### src/trc_pkg.sv
// Shared constants and types of the threshold relay controller
package trc_pkg;

  // ----------------------------------------------------------------
  // Clock and time base
  // ----------------------------------------------------------------
  localparam int unsigned CLK_HZ = 20_000_000;
  localparam int unsigned DELAY_STEP_MS = 100;
  localparam int unsigned DELAY_STEP_CYCLES = CLK_HZ / 1000 * DELAY_STEP_MS;
  // Six seconds is one tenth of a minute
  localparam int unsigned STEPS_PER_MINUTE_STEP = 60;

  // ----------------------------------------------------------------
  // Ranges
  // ----------------------------------------------------------------
  localparam logic signed [15:0] THRESHOLD_MIN = -16'sd999;
  localparam logic signed [15:0] THRESHOLD_MAX = 16'sd9999;
  localparam logic [9:0] HALF_WIDTH_MAX = 10'h3e7;
  localparam logic [9:0] DELAY_MAX = 10'h3e7;

  // ----------------------------------------------------------------
  // Register map (byte addresses)
  // ----------------------------------------------------------------
  localparam logic [7:0] RELAY_STRIDE = 8'h20;
  localparam logic [7:0] OFS_PRIMARY = 8'h00;
  localparam logic [7:0] OFS_SECONDARY = 8'h04;
  localparam logic [7:0] OFS_HALF_WIDTH = 8'h08;
  localparam logic [7:0] OFS_RELAY_CFG = 8'h0c;
  localparam logic [7:0] OFS_DELAYS = 8'h10;
  localparam logic [7:0] ADDR_BUZZER = 8'h80;
  localparam logic [7:0] ADDR_LINK_TIMEOUT = 8'h84;
  localparam logic [7:0] ADDR_STATUS = 8'h88;

  // Relay configuration fields
  localparam int CFG_MODE_LSB = 0;
  localparam int CFG_UNIT_MIN_BIT = 3;
  localparam int CFG_REACT_LSB = 4;
  localparam int CFG_PEAK_BIT = 6;
  // Delay register fields
  localparam int DLY_ON_LSB = 0;
  localparam int DLY_OFF_LSB = 16;
  // Buzzer register fields
  localparam int BUZ_ALARM_BIT = 0;
  localparam int BUZ_RELAY_LSB = 1;
  // Status register fields
  localparam int ST_RELAY_LSB = 0;
  localparam int ST_BUZZER_BIT = 4;
  localparam int ST_LINK_LOST_BIT = 5;
  localparam int ST_RANGE_BIT = 6;
  localparam int ST_CRIT_LSB = 8;

  // Reset values
  localparam logic [7:0] CFG_RESET = 8'h00;
  localparam logic [15:0] LINK_TIMEOUT_RESET = 16'h0000;

  localparam logic [1:0] RESP_OKAY = 2'b00;
  localparam logic [1:0] RESP_SLVERR = 2'b10;

  typedef enum logic [2:0] {
    TRC_RELAY_DISABLED,
    TRC_ABOVE_ON,
    TRC_ABOVE_OFF,
    TRC_WINDOW_INSIDE,
    TRC_WINDOW_OUTSIDE,
    TRC_BUS_COMMANDED
  } trc_mode_e;

  typedef enum logic [1:0] {
    TRC_HOLD_PRESENT_STATE,
    TRC_FORCE_ON,
    TRC_FORCE_OFF
  } trc_reaction_e;

endpackage

### src/trc_top.sv
// Threshold relay controller with AXI4-Lite register access
`timescale 1ns/100ps

// Operation
// - Signed primary threshold -999..9999, band midpoint
// - Secondary threshold used only in windows
// - Half-width 0..999 applied both sides
// - Disabled relay stays off unless forced
// - Normal: on above upper, off below lower
// - Inverted: off above upper, on below
// - Inside window on, thresholds ordered by value
// - Outside window on, off inside
// - Bus-commanded relay follows link commands
// - LED lit exactly while relay closed
// - Bus-commanded state not kept over reset
// - Turn-on delay 0..99.9 in tenths
// - Turn-off delay 0..99.9 in tenths
// - Short border crossing keeps relay state
// - Per-relay delay unit seconds or minutes
// - Critical reaction: hold, force on, off
// - Out-of-range measurement is critical
// - Link silence beyond timeout is critical
// - Force-on works even when disabled
// - Buzzer on critical or enabled relay activation
// - Without relays, alarm enable sounds buzzer
// - Button press silences buzzer unless a new event sounds it in that cycle
// - Independent settings per fitted relay only
// - Compare present value or held peak
module trc_top
  import trc_pkg::*;
#(
  parameter int NUM_RELAYS = 4,
  parameter logic [3:0] RELAYS_FITTED = 4'hf,
  parameter int unsigned STEP_CYCLES = DELAY_STEP_CYCLES
) (
  // Clock and reset
  input wire logic clk_sys,
  input wire logic rst,
  // AXI4-Lite write address and data
  input wire logic [7:0] s_axi_awaddr,
  input wire logic s_axi_awvalid,
  output logic s_axi_awready,
  input wire logic [31:0] s_axi_wdata,
  input wire logic [3:0] s_axi_wstrb,
  input wire logic s_axi_wvalid,
  output logic s_axi_wready,
  // AXI4-Lite write response
  output logic [1:0] s_axi_bresp,
  output logic s_axi_bvalid,
  input wire logic s_axi_bready,
  // AXI4-Lite read
  input wire logic [7:0] s_axi_araddr,
  input wire logic s_axi_arvalid,
  output logic s_axi_arready,
  output logic [31:0] s_axi_rdata,
  output logic [1:0] s_axi_rresp,
  output logic s_axi_rvalid,
  input wire logic s_axi_rready,
  // Measurement front end
  input wire logic signed [15:0] meas_value,
  input wire logic signed [15:0] peak_value,
  input wire logic peak_active,
  input wire logic meas_out_of_range,
  // Serial link events
  input wire logic link_frame_strobe,
  input wire logic link_relay_we,
  input wire logic [3:0] link_relay_data,
  // Front panel
  input wire logic button_press,
  // Relay, LED and buzzer drive
  output logic [3:0] relay_out,
  output logic [3:0] led_out,
  output logic buzzer_out
);

  // ----------------------------------------------------------------
  // Helpers
  // ----------------------------------------------------------------
  function automatic logic [31:0] trc_merge(input logic [31:0] old, input logic [31:0] wd,
                                            input logic [3:0] strb);
    logic [31:0] res;
    res = old;
    for (int b = 0; b < 4; b++) begin
      if (strb[b]) begin
        res[8*b +: 8] = wd[8*b +: 8];
      end
    end
    return res;
  endfunction

  function automatic logic signed [15:0] trc_clamp_thr(input logic signed [15:0] v);
    if (v < THRESHOLD_MIN) begin
      return THRESHOLD_MIN;
    end else if (v > THRESHOLD_MAX) begin
      return THRESHOLD_MAX;
    end
    return v;
  endfunction

  function automatic logic [9:0] trc_clamp_10(input logic [15:0] v, input logic [9:0] lim);
    if (v > {6'h00, lim}) begin
      return lim;
    end
    return v[9:0];
  endfunction

  // Returns {decided, level}; decided low means the value sits in a band
  function automatic logic [1:0] trc_decide(input trc_mode_e mode, input logic signed [16:0] v,
                                            input logic signed [16:0] p,
                                            input logic signed [16:0] s,
                                            input logic signed [16:0] h);
    logic signed [16:0] lo;
    logic signed [16:0] hi;
    logic in_win;
    logic out_win;
    lo = (p < s) ? p : s;
    hi = (p < s) ? s : p;
    in_win = (v > lo + h) && (v < hi - h);
    out_win = (v > hi + h) || (v < lo - h);
    unique case (mode)
      TRC_ABOVE_ON: begin
        return (v > p + h) ? 2'b11 : ((v < p - h) ? 2'b10 : 2'b00);
      end
      TRC_ABOVE_OFF: begin
        return (v > p + h) ? 2'b10 : ((v < p - h) ? 2'b11 : 2'b00);
      end
      TRC_WINDOW_INSIDE: begin
        return in_win ? 2'b11 : (out_win ? 2'b10 : 2'b00);
      end
      TRC_WINDOW_OUTSIDE: begin
        return out_win ? 2'b11 : (in_win ? 2'b10 : 2'b00);
      end
      default: begin
        return 2'b10;
      end
    endcase
  endfunction

  // ----------------------------------------------------------------
  // Configuration storage
  // ----------------------------------------------------------------
  logic signed [15:0] primary_threshold_reg [4];
  logic signed [15:0] secondary_threshold_reg [4];
  logic [9:0] band_half_width_reg [4];
  logic [7:0] relay_cfg_reg [4];
  logic [9:0] turn_on_delay_reg [4];
  logic [9:0] turn_off_delay_reg [4];
  logic [4:0] buzzer_settings_reg;
  logic [15:0] link_silence_timeout_reg;
  logic [3:0] bus_cmd_reg;
  logic [3:0] state_reg;
  logic [3:0] crit_reg;
  logic link_lost_reg;
  logic buzzer_reg;

  // ----------------------------------------------------------------
  // AXI4-Lite write path
  // ----------------------------------------------------------------
  logic aw_have_reg;
  logic w_have_reg;
  logic [7:0] aw_addr_reg;
  logic [31:0] w_data_reg;
  logic [3:0] w_strb_reg;
  logic aw_take;
  logic w_take;
  logic do_write;
  logic [7:0] wr_addr;
  logic [31:0] wr_data;
  logic [3:0] wr_strb;
  logic aw_have_next;
  logic w_have_next;
  logic bvalid_next;
  logic [2:0] wr_idx;
  logic [7:0] wr_ofs;
  logic wr_relay_ok;
  logic wr_ok;
  logic [31:0] dly_word;

  assign aw_take = s_axi_awvalid & s_axi_awready;
  assign w_take = s_axi_wvalid & s_axi_wready;
  assign do_write = (aw_have_reg | aw_take) & (w_have_reg | w_take);
  assign wr_addr = aw_have_reg ? aw_addr_reg : s_axi_awaddr;
  assign wr_data = w_have_reg ? w_data_reg : s_axi_wdata;
  assign wr_strb = w_have_reg ? w_strb_reg : s_axi_wstrb;
  assign aw_have_next = (aw_have_reg | aw_take) & ~do_write;
  assign w_have_next = (w_have_reg | w_take) & ~do_write;
  assign bvalid_next = do_write | (s_axi_bvalid & ~s_axi_bready);
  assign wr_idx = wr_addr[7:5];
  assign wr_ofs = wr_addr & (RELAY_STRIDE - 8'h01);
  // settings of relays not fitted are unavailable
  assign wr_relay_ok = (wr_idx < 3'(NUM_RELAYS)) && RELAYS_FITTED[wr_idx[1:0]]
                       && (wr_ofs <= OFS_DELAYS) && (wr_ofs[1:0] == 2'b00);
  assign wr_ok = wr_relay_ok || (wr_addr == ADDR_BUZZER) || (wr_addr == ADDR_LINK_TIMEOUT)
                 || (wr_addr == ADDR_STATUS);
  assign dly_word = trc_merge({6'h00, turn_off_delay_reg[wr_idx[1:0]], 6'h00,
    turn_on_delay_reg[wr_idx[1:0]]}, wr_data, wr_strb);

  always_ff @(posedge clk_sys or posedge rst) begin
    if (rst) begin
      aw_have_reg <= 1'b0;
      w_have_reg <= 1'b0;
      aw_addr_reg <= 8'h00;
      w_data_reg <= 32'h0000_0000;
      w_strb_reg <= 4'h0;
      s_axi_awready <= 1'b0;
      s_axi_wready <= 1'b0;
      s_axi_bvalid <= 1'b0;
      s_axi_bresp <= RESP_OKAY;
    end else begin
      aw_have_reg <= aw_have_next;
      w_have_reg <= w_have_next;
      if (aw_take) begin
        aw_addr_reg <= s_axi_awaddr;
      end
      if (w_take) begin
        w_data_reg <= s_axi_wdata;
        w_strb_reg <= s_axi_wstrb;
      end
      s_axi_awready <= ~aw_have_next & ~bvalid_next;
      s_axi_wready <= ~w_have_next & ~bvalid_next;
      s_axi_bvalid <= bvalid_next;
      if (do_write) begin
        s_axi_bresp <= wr_ok ? RESP_OKAY : RESP_SLVERR;
      end
    end
  end

  // Register writes; a write lands on the same edge that accepts its second half
  always_ff @(posedge clk_sys or posedge rst) begin
    if (rst) begin
      for (int i = 0; i < 4; i++) begin
        primary_threshold_reg[i] <= 16'sh0000;
        secondary_threshold_reg[i] <= 16'sh0000;
        band_half_width_reg[i] <= 10'h000;
        relay_cfg_reg[i] <= CFG_RESET;
        turn_on_delay_reg[i] <= 10'h000;
        turn_off_delay_reg[i] <= 10'h000;
      end
      buzzer_settings_reg <= 5'h00;
      link_silence_timeout_reg <= LINK_TIMEOUT_RESET;
    end else if (do_write) begin
      if (wr_relay_ok) begin
        unique case (wr_ofs)
          OFS_PRIMARY: begin
            primary_threshold_reg[wr_idx[1:0]] <= trc_clamp_thr(16'(trc_merge(
              32'(primary_threshold_reg[wr_idx[1:0]]), wr_data, wr_strb)));
          end
          OFS_SECONDARY: begin
            secondary_threshold_reg[wr_idx[1:0]] <= trc_clamp_thr(16'(trc_merge(
              32'(secondary_threshold_reg[wr_idx[1:0]]), wr_data, wr_strb)));
          end
          OFS_HALF_WIDTH: begin
            band_half_width_reg[wr_idx[1:0]] <= trc_clamp_10(16'(trc_merge(
              {22'h000000, band_half_width_reg[wr_idx[1:0]]}, wr_data, wr_strb)),
              HALF_WIDTH_MAX);
          end
          OFS_RELAY_CFG: begin
            relay_cfg_reg[wr_idx[1:0]] <= 8'(trc_merge({24'h000000, relay_cfg_reg[wr_idx[1:0]]},
                                                       wr_data, wr_strb));
          end
          // delays in tenths, at most 99.9
          default: begin
            turn_on_delay_reg[wr_idx[1:0]] <= trc_clamp_10(dly_word[DLY_ON_LSB +: 16],
              DELAY_MAX);
            turn_off_delay_reg[wr_idx[1:0]] <= trc_clamp_10(dly_word[DLY_OFF_LSB +: 16],
              DELAY_MAX);
          end
        endcase
      end else if (wr_addr == ADDR_BUZZER) begin
        buzzer_settings_reg <= 5'(trc_merge({27'h0000000, buzzer_settings_reg}, wr_data,
                                            wr_strb));
      end else if (wr_addr == ADDR_LINK_TIMEOUT) begin
        link_silence_timeout_reg <= 16'(trc_merge({16'h0000, link_silence_timeout_reg},
                                                  wr_data, wr_strb));
      end
    end
  end

  // ----------------------------------------------------------------
  // AXI4-Lite read path
  // ----------------------------------------------------------------
  logic ar_take;
  logic rvalid_next;
  logic [2:0] rd_idx;
  logic [7:0] rd_ofs;
  logic rd_relay_ok;

  assign ar_take = s_axi_arvalid & s_axi_arready;
  assign rvalid_next = ar_take | (s_axi_rvalid & ~s_axi_rready);
  assign rd_idx = s_axi_araddr[7:5];
  assign rd_ofs = s_axi_araddr & (RELAY_STRIDE - 8'h01);
  assign rd_relay_ok = (rd_idx < 3'(NUM_RELAYS)) && RELAYS_FITTED[rd_idx[1:0]]
                       && (rd_ofs <= OFS_DELAYS) && (rd_ofs[1:0] == 2'b00);

  always_ff @(posedge clk_sys or posedge rst) begin
    if (rst) begin
      s_axi_arready <= 1'b0;
      s_axi_rvalid <= 1'b0;
      s_axi_rdata <= 32'h0000_0000;
      s_axi_rresp <= RESP_OKAY;
    end else begin
      s_axi_arready <= ~rvalid_next;
      s_axi_rvalid <= rvalid_next;
      if (ar_take) begin
        s_axi_rresp <= RESP_OKAY;
        s_axi_rdata <= 32'h0000_0000;
        if (rd_relay_ok) begin
          unique case (rd_ofs)
            OFS_PRIMARY: s_axi_rdata <= 32'(primary_threshold_reg[rd_idx[1:0]]);
            OFS_SECONDARY: s_axi_rdata <= 32'(secondary_threshold_reg[rd_idx[1:0]]);
            OFS_HALF_WIDTH: s_axi_rdata <= {22'h000000, band_half_width_reg[rd_idx[1:0]]};
            OFS_RELAY_CFG: s_axi_rdata <= {24'h000000, relay_cfg_reg[rd_idx[1:0]]};
            default: begin
              s_axi_rdata <= {6'h00, turn_off_delay_reg[rd_idx[1:0]],
                              6'h00, turn_on_delay_reg[rd_idx[1:0]]};
            end
          endcase
        end else if (s_axi_araddr == ADDR_BUZZER) begin
          s_axi_rdata <= {27'h0000000, buzzer_settings_reg};
        end else if (s_axi_araddr == ADDR_LINK_TIMEOUT) begin
          s_axi_rdata <= {16'h0000, link_silence_timeout_reg};
        end else if (s_axi_araddr == ADDR_STATUS) begin
          s_axi_rdata <= {20'h00000, crit_reg, 1'b0, meas_out_of_range, link_lost_reg,
                          buzzer_reg, state_reg};
        end else begin
          s_axi_rresp <= RESP_SLVERR;
        end
      end
    end
  end

  // ----------------------------------------------------------------
  // Time base and link supervision
  // ----------------------------------------------------------------
  logic [31:0] prescale_reg;
  logic [5:0] minute_div_reg;
  logic step_tick_reg;
  logic minute_tick_reg;
  logic [15:0] silence_reg;

  always_ff @(posedge clk_sys or posedge rst) begin
    if (rst) begin
      prescale_reg <= 32'h0000_0000;
      minute_div_reg <= 6'h00;
      step_tick_reg <= 1'b0;
      minute_tick_reg <= 1'b0;
    end else begin
      step_tick_reg <= 1'b0;
      minute_tick_reg <= 1'b0;
      if (prescale_reg >= 32'(STEP_CYCLES - 1)) begin
        prescale_reg <= 32'h0000_0000;
        step_tick_reg <= 1'b1;
        if (minute_div_reg >= 6'(STEPS_PER_MINUTE_STEP - 1)) begin
          minute_div_reg <= 6'h00;
          minute_tick_reg <= 1'b1;
        end else begin
          minute_div_reg <= minute_div_reg + 6'h01;
        end
      end else begin
        prescale_reg <= prescale_reg + 32'h0000_0001;
      end
    end
  end

  // Timeout of zero turns link supervision off
  always_ff @(posedge clk_sys or posedge rst) begin
    if (rst) begin
      silence_reg <= 16'h0000;
      link_lost_reg <= 1'b0;
    end else begin
      if (link_frame_strobe) begin
        silence_reg <= 16'h0000;
      end else if (step_tick_reg && silence_reg != 16'hffff) begin
        silence_reg <= silence_reg + 16'h0001;
      end
      link_lost_reg <= ~link_frame_strobe && (link_silence_timeout_reg != 16'h0000)
                       && (silence_reg >= link_silence_timeout_reg);
    end
  end

  always_ff @(posedge clk_sys or posedge rst) begin
    if (rst) begin
      bus_cmd_reg <= 4'h0;
    end else if (link_relay_we) begin
      bus_cmd_reg <= link_relay_data;
    end
  end

  // ----------------------------------------------------------------
  // Per-relay decision
  // ----------------------------------------------------------------
  logic [3:0] state_next;
  logic [3:0] crit_now;

  for (genvar g = 0; g < 4; g++) begin : gen_relay
    trc_mode_e mode;
    trc_reaction_e react;
    logic signed [16:0] cmp_value;
    logic [1:0] decision;
    logic want;
    logic delayed;
    logic tick;
    logic [9:0] limit;
    logic [9:0] count_reg;

    assign mode = trc_mode_e'(relay_cfg_reg[g][CFG_MODE_LSB +: 3]);
    assign react = trc_reaction_e'(relay_cfg_reg[g][CFG_REACT_LSB +: 2]);
    assign cmp_value = (relay_cfg_reg[g][CFG_PEAK_BIT] && peak_active) ? 17'(peak_value)
                                                                       : 17'(meas_value);
    assign decision = trc_decide(mode, cmp_value, 17'(primary_threshold_reg[g]),
                                 17'(secondary_threshold_reg[g]),
                                 17'({6'h00, band_half_width_reg[g]}));
    // cause of a critical situation depends on mode
    assign crit_now[g] = (g < NUM_RELAYS) && RELAYS_FITTED[g]
                         && ((mode == TRC_BUS_COMMANDED) ? link_lost_reg : meas_out_of_range);
    // delays counted in seconds or minutes
    assign tick = relay_cfg_reg[g][CFG_UNIT_MIN_BIT] ? minute_tick_reg : step_tick_reg;
    assign limit = want ? turn_on_delay_reg[g] : turn_off_delay_reg[g];
    assign delayed = ~crit_now[g] && (mode != TRC_BUS_COMMANDED) && decision[1]
                     && (mode != TRC_RELAY_DISABLED) && (mode <= TRC_BUS_COMMANDED);

    always_comb begin
      want = state_reg[g];
      if (crit_now[g]) begin
        unique case (react)
          TRC_FORCE_ON: want = 1'b1;
          TRC_FORCE_OFF: want = 1'b0;
          default: want = state_reg[g];
        endcase
      end else if (mode == TRC_BUS_COMMANDED) begin
        want = bus_cmd_reg[g];
      end else if (decision[1]) begin
        // disabled decides off, band keeps state
        want = decision[0];
      end
      state_next[g] = want;
      if (delayed && want != state_reg[g] && count_reg < limit) begin
        // crossing shorter than delay keeps state
        state_next[g] = state_reg[g];
      end
      if (!((g < NUM_RELAYS) && RELAYS_FITTED[g])) begin
        state_next[g] = 1'b0;
      end
    end

    always_ff @(posedge clk_sys or posedge rst) begin
      if (rst) begin
        count_reg <= 10'h000;
      end else if (!delayed || want == state_reg[g] || state_next[g] != state_reg[g]) begin
        // timer restarts when value returns inside
        count_reg <= 10'h000;
      end else if (tick && count_reg != 10'h3ff) begin
        // count delay in tenths of unit
        count_reg <= count_reg + 10'h001;
      end
    end
  end

  // ----------------------------------------------------------------
  // Outputs and buzzer
  // ----------------------------------------------------------------
  logic sys_crit_reg;
  logic buzz_set;

  // critical or enabled relay activation sounds
  assign buzz_set = (buzzer_settings_reg[BUZ_ALARM_BIT]
                     && (meas_out_of_range | link_lost_reg) && !sys_crit_reg)
                    || |(state_next & ~state_reg & buzzer_settings_reg[BUZ_RELAY_LSB +: 4]);

  always_ff @(posedge clk_sys or posedge rst) begin
    if (rst) begin
      state_reg <= 4'h0;
      relay_out <= 4'h0;
      led_out <= 4'h0;
      crit_reg <= 4'h0;
      sys_crit_reg <= 1'b0;
      buzzer_reg <= 1'b0;
      buzzer_out <= 1'b0;
    end else begin
      state_reg <= state_next;
      relay_out <= state_next;
      led_out <= state_next;
      crit_reg <= crit_now;
      sys_crit_reg <= meas_out_of_range | link_lost_reg;
      // button silences; a new event wins
      if (buzz_set) begin
        buzzer_reg <= 1'b1;
        buzzer_out <= 1'b1;
      end else if (button_press) begin
        buzzer_reg <= 1'b0;
        buzzer_out <= 1'b0;
      end
    end
  end

endmodule

### config.mk
export PLATFORM = sky130hd
export DESIGN_NAME = trc_top
export DESIGN_NICKNAME = d
export VERILOG_FILES = /design/src/trc_pkg.sv /design/src/trc_top.sv
export SDC_FILE = /design/constraint.sdc
export NUM_CORES = 2
export LEC_CHECK = 0
export BUFFER_PORTS_ARGS = -buffer_cell sky130_fd_sc_hd__buf_2
export CORE_MARGIN = 2
export CORE_UTILIZATION = 61
export DETAILED_ROUTE_END_ITERATION = 10
export PLACE_DENSITY_LB_ADDON = 0.08
export SLEW_MARGIN = 0
export SYNTH_ARGS = -nofsm -noshare
export SYNTH_HDL_FRONTEND = slang
export SYNTH_SLANG_ARGS = --single-unit
### constraint.sdc
create_clock -name clk_sys -period 22.2 [get_ports clk_sys]
set_input_delay 5.55 -clock clk_sys [delete_from_list [all_inputs] [get_ports clk_sys]]
set_output_delay 5.55 -clock clk_sys [all_outputs]
set_load 0.005 [all_outputs]
; ---- Word level (Yosys, flattened, before mapping)
; Cells that the tools add are included.
[word_totals]
ff_bits = 499
elab_cells = 574
out_inout_bits = 50
[op_classes]
eq_ne = 61
addsub = 31
n_reduce_logical = 94
mux = 243
n_lt_le_gt_ge = 55
bitwise_logic = 35
[op_table]
columns = cell, count
row1 = two-way mux 10 bit, 40
row2 = two-way mux 16 bit, 25
row3 = two-way mux 8 bit, 38
row4 = > comparator 17 bit, 12
row5 = less-than comparator 17 bit, 12
row6 = two-way mux 17 bit, 12
row7 = adder 17 x 11 -> 17 bit, 8
row8 = subtractor 17 x 11 -> 17 bit, 8
row9 = binary-select mux 16 bit (select 2 bit), 4
row10 = bitwise mux 64 bit, 2
row11 = case mux 32 bit (4 select lines), 1
row12 = binary-select mux 10 bit (select 2 bit), 6
row13 = bitwise mux 40 bit, 3
row14 = two-way mux 32 bit, 3
row15 = two-way mux 2 bit, 37
row16 = adder 16 x 11 -> 17 bit, 4
row17 = subtractor 16 x 11 -> 17 bit, 4
row18 = less-than comparator 16 bit, 4
row19 = two-way mux 1 bit, 53
row20 = equality test 8 bit (second input constant), 6
row21 = > comparator 16 x 10 -> 1 bit (second input constant), 3
row22 = logical AND 1 bit, 48
row23 = adder 10 x 1 -> 10 bit (second input constant), 4
row24 = less-than comparator 10 bit, 4
row25 = other kinds (54), 178

; ---- Depth between registers and ports, before layout
[depth]
depth_word = 20
ltp_mapped = 53
mapped_depth_nobuf = 50

; ---- Worst setup path after synthesis
; OpenSTA, ideal clock, no wires.
[synth_path]
path_kind = input port to flip-flop
start = in peak_active
end = reg gen_relay[0].count_reg[0]
path_buffers = 3
required_time_ps = 22067
stages = 30
path_slack_ps = 10481
arrival_time_ps = 11585
path_cell_list = nand2_1 clkbuf_1 mux2_2 ha_1 nand3_1 or3b_1 o41a_1 a211o_1 a21oi_1 and3b_1 a31oi_1 o221ai_4 nand2_1 buf_2 mux2i_1 ha_1 a21oi_1 nor2b_1 o21ai_0 nand2b_1 a21oi_1 nor2_1 a2111oi_0 o2111ai_1 a32oi_1 ha_1 nand2_1 clkbuf_1 a211o_1 o31ai_1
[synth_via]
elab_chain_len = 17
word_cells_on_any_way = 38
classes_between = 7 x order compare / 3 x eq/ne / 16 x mux / 12 x reduce/logical
[synth_rtl]
columns = item, line
row1 = "start, declared", trc_top.sv:62  ; input wire logic peak_active,
row2 = logical AND 1 bit (*), trc_top.sv:408  ; assign cmp_value = (relay_cfg_reg[g][CFG_PEAK_BIT] && peak_active) ? 17'(peak_value)
row3 = two-way mux 17 bit (*), trc_top.sv:408
row4 = > comparator 17 bit (tied with other cells), trc_top.sv:118  ; in_win = (v > lo + h) && (v < hi - h);
row5 = logical AND 1 bit or logical OR 1 bit (tied branches), "trc_top.sv:118, trc_top.sv:119"
row6 = two-way mux 2 bit (on tied branches) (2 in series), "trc_top.sv:131, trc_top.sv:128"
row7 = case mux 2 bit (4 select lines) (*), trc_top.sv:120  ; unique case (mode)
row8 = two-way mux 1 bit, trc_top.sv:432  ; end else if (decision[1]) begin
row9 = two-way mux 1 bit, trc_top.sv:430  ; end else if (mode == TRC_BUS_COMMANDED) begin
row10 = two-way mux 1 bit, trc_top.sv:424  ; if (crit_now[g]) begin
row11 = two-way mux 10 bit or != test 1 bit (tied branches), "trc_top.sv:418, trc_top.sv:437"
row12 = less-than comparator 10 bit or logical AND 1 bit (tied branches), trc_top.sv:437  ; if (delayed && want != state_reg[g] && count_reg < limit) begin
row13 = logical AND 1 bit, trc_top.sv:437
row14 = two-way mux 1 bit (*), trc_top.sv:437
row15 = net state_next[0], trc_top.sv:392  ; logic [3:0] state_next;
row16 = != test 1 bit (*), trc_top.sv:449  ; end else if (!delayed || want == state_reg[g] || state_next[g] != state_reg[g]) begin
row17 = logical OR 1 bit (*), trc_top.sv:449
row18 = two-way mux 10 bit or nonzero test 2 bit (tied branches), n/a
row19 = "end signal, assigned", trc_top.sv:454  ; count_reg <= count_reg + 10'h001;
row20 = "end, declared", trc_top.sv:404  ; logic [9:0] count_reg;
; Mark *: on every way through the listed nets, which the timed path passes. The rest lies on a longest branch.
; A chain may end at the register's enable or synchronous reset.

; ---- Worst setup path in the final report
[layout_path]
start = reg secondary_threshold_reg[59] (netlist bit)
end = reg gen_relay[0].count_reg[1]
[layout_via]
elab_chain_len = 18
word_cells_on_any_way = 37
classes_between = 4 x add/sub / 6 x order compare / 3 x eq/ne / 13 x mux / 11 x reduce/logical
[layout_rtl]
columns = item, line
row1 = "start, declared", trc_top.sv:143  ; logic signed [15:0] secondary_threshold_reg [4];
row2 = "start signal, assigned by index", trc_top.sv:249  ; secondary_threshold_reg[wr_idx[1:0]] <= trc_clamp_thr(16'(trc_merge(
row3 = less-than comparator 16 bit, "trc_top.sv:116, trc_top.sv:117"
row4 = two-way mux 17 bit (on tied branches), "trc_top.sv:116, trc_top.sv:117"
row5 = adder 17 x 11 -> 17 bit (tied with other cells), trc_top.sv:118
row6 = > comparator 17 bit (tied with other cells), trc_top.sv:118
row7 = logical AND 1 bit or logical OR 1 bit (tied branches), "trc_top.sv:118, trc_top.sv:119"
row8 = two-way mux 2 bit (on tied branches) (2 in series), "trc_top.sv:131, trc_top.sv:128"
row9 = case mux 2 bit (4 select lines) (*), trc_top.sv:120
row10 = two-way mux 1 bit, trc_top.sv:432
row11 = (+2 left out), n/a
row12 = two-way mux 10 bit or != test 1 bit (tied branches), "trc_top.sv:418, trc_top.sv:437"
row13 = less-than comparator 10 bit or logical AND 1 bit (tied branches), trc_top.sv:437
row14 = logical AND 1 bit, trc_top.sv:437
row15 = two-way mux 1 bit (*), trc_top.sv:437
row16 = net state_next[0], trc_top.sv:392
row17 = != test 1 bit (*), trc_top.sv:449
row18 = logical OR 1 bit (*), trc_top.sv:449
row19 = two-way mux 10 bit or nonzero test 2 bit (tied branches), n/a
; Marked as above.

==> reports/results.txt <==
I/O Buffers: 147
Nets: 6981
Setup crit start kind: register
CP Max Fanout: 49
gr ovfl total: 0
Ports: 150
Synth area leader: dfrtp_1
async set-or-reset flop fraction in the synthesized netlist: 1.00
Pre-Repair DR Iteration Count: 8
most common cell in the netlist: ha_1
setup_tns: 0 ns
fin crit share: 0.566
maxcap violations: 0
Post-DRT Antenna Nets: 0
Synth Flop Type: dfrtp_1
CP bufs+invs: 3
leakage: 25.7 nW
area of the die: 0.0900 mm^2
Critical Path Max Stage Delay: 0.76 ns
data required time of the worst path: 22.71 ns
CTS resizes: 0
Hold Vio Cnt, Final: 0
# fillers: 7197
first-pass GRT wire length: 288 mm
hpwl dp: 155 mm
clock skew: 0.0414 ns
Post-synth top cells: ha_1, a21oi_1, nor2_1
Max H-tree Level: 2
Clock Latency Late Sink: 0.64 ns
most frequent CP cell: ha_1
post-layout min period: 12.56 ns
Hold WC Path Type: register to register
peak supply drop: 0.0726 mV
Post-CTS Hold Fix Bufs: 0
GRT Total Usage: 0.428
Mapped Area: 0.0534 mm^2
Post-Synthesis Cells: 6032
endpoint type of the worst setup path: register
vias: 48600
sequential share of the synthesized area: 0.230
antenna violations before repair: 14
Multi-input gate area: 0.0389 mm^2
Synth top area share: 0.230
largest net degree at the start of global routing: 192
Die Height: 300 um
proportion of layout cells with a drive suffix above 1: 0.132
CTS sink count: 492
standard-cell rows: 108
RSZ-0062 raised after global routing: false
TritonCTS clock tree: yes
top cells by area, synth: dfrtp_1, ha_1, mux4_2
Initial DRC Count: 6239
DRT Wirelength: 197 mm
Synth Register Bits: 492
setup violators final: 0
CP delay by family, top: compound AO/OA/AOI/OAI gates
YS warnings: 0
post-layout util: 0.662
clk buf depth: 3
worst slew pin tran: 1.21 ns
power per cell area: 84.5 mW/mm^2
Max Slew Vio Count: 0
status: finished, final reports clean
Mean Syn Cell Area: 8.86 um^2
critical path arrival: 13.07 ns
DRC: 0
gpl congestion: 1.03
starting density of the core: 0.616
vias in the first global route: 45400
Reg clk slew, reported paths: 0.06 ns
vias per cell: 6.67
Reg area: 0.0123 mm^2
Max Fclk: 79.6 MHz
WS Path Type: register to register
Post-synth EDFFs: 0
Post-CTS Setup Bufs: 0
slew margin rel.: 0.194
crit path max-delay cell type: dfrtp_1
clock root buffer: clkbuf_16
synth unique cells: 103
Area Growth Syn to Fin: 7.43%
DR WL/cell: 27.1 um
core footprint: 0.0868 mm^2
Inserted Clock Buffers: 50
die width: 300 um
per-stage QoR:
stage / setup WS, ns / cells / cell area (um^2) / power (W) / hold WS (ns)
CTS: 9.86 / 7281 / 57300 / 0.00476 / 0.483
global route: 9.11 / 7289 / 57400 / 0.00510 / 0.501
detailed placement: 9.23 / 7188 / 55400 / 0.00377 / 0.469
floorplan: 2.92 / 6044 / 53500 / 0.00297 / 0.455
global placement: 9.35 / 7188 / 55400 / 0.00372 / 0.465
finish: 9.64 / 7297 / 57400 / 0.00485 / 0.483
worst reg2reg max path: cells and delay by family (launching register included):
family / cells / cell delay [ns]
xor gates and xnor gates: 1 / 0.07
muxes: 3 / 1.05
AOI/OAI and AO/OA: 25 / 6.71
buffers and inverters: 3 / 1.09
adders and majority gates: 5 / 1.56
DFF: 1 / 0.76
and+or+nand+nor: 8 / 1.23
layout make-up:
| class | instances | area share |
|---|---|---|
| antenna | 15 | 0.000654 |
| clock buffer | 67 | 0.0252 |
| clock inverter | 26 | 0.00815 |
| inverter | 351 | 0.0231 |
| multi-input combinational | 4953 | 0.678 |
| sequential | 492 | 0.215 |
| tap | 1155 | 0.0252 |
| timing repair buffer | 238 | 0.0251 |
layer usage:
layer | vias to the layer above | wire length, um | track usage | part of all wire
met5 | - | 140 | 0.0122 | 0.00071
met4 | 16 | 12500 | 0.229 | 0.063
met3 | 573 | 23800 | 0.131 | 0.12
met2 | 2746 | 82200 | 0.620 | 0.42
met1 | 23300 | 78700 | 0.572 | 0.40
li1 | 22000 | - | - | -
cell usage in the layout, fill, tap and decap left out, types with 164 or more instances in the layout:
master,count
nand3_1,189
mux2i_1,164
nand2_1,436
o21ai_0,331
a21oi_1,529
inv_1,346
ha_1,771
dfrtp_1,491
mux2_2,259
xnor2_1,294
nor2_1,503
cells by family (layout without fill, tap and decap cells):
| logic type | Yosys count | in the layout | share of synthesized area |
|---|---|---|---|
| compound gates | 1454 | 1454 | 0.169 |
| xor+xnor | 428 | 428 | 0.0703 |
| fa+ha+maj | 796 | 796 | 0.190 |
| buf+inv | 599 | 682 | 0.0447 |
| flops | 492 | 492 | 0.230 |
| mux | 567 | 567 | 0.145 |
| other cells | 1 | 28 | 0.0000702 |
| simple gates | 1695 | 1695 | 0.150 |
where the power goes:
group	total, W	internal [W]	switching, W
clock	0.000982	0.000590	0.000392
combinational	0.00261	0.00103	0.00159
sequential	0.00125	0.00103	0.000224
total	0.00485	0.00265	0.00220
path summary, 6_finish.rpt:
check,start,cells after the start,slack (ns),to
min in group asynchronous,rst,2,4.97,prescale_reg[24]$_DFF_PP0_
max reg2reg,secondary_threshold_reg[59]$_DFFE_PP0P_,45,9.64,gen_relay[0].count_reg[1]$_DFFE_PP0P_
max,secondary_threshold_reg[59]$_DFFE_PP0P_,45,9.64,gen_relay[0].count_reg[1]$_DFFE_PP0P_
max in group asynchronous,rst,5,13.78,gen_relay[0].count_reg[9]$_DFFE_PP0P_
min,s_axi_rdata[18]$_DFFE_PP0P_,2,0.48,s_axi_rdata[18]$_DFFE_PP0P_
min reg2reg,s_axi_rdata[18]$_DFFE_PP0P_,2,0.48,s_axi_rdata[18]$_DFFE_PP0P_
Note: power is estimated with default switching activity, not from simulation.
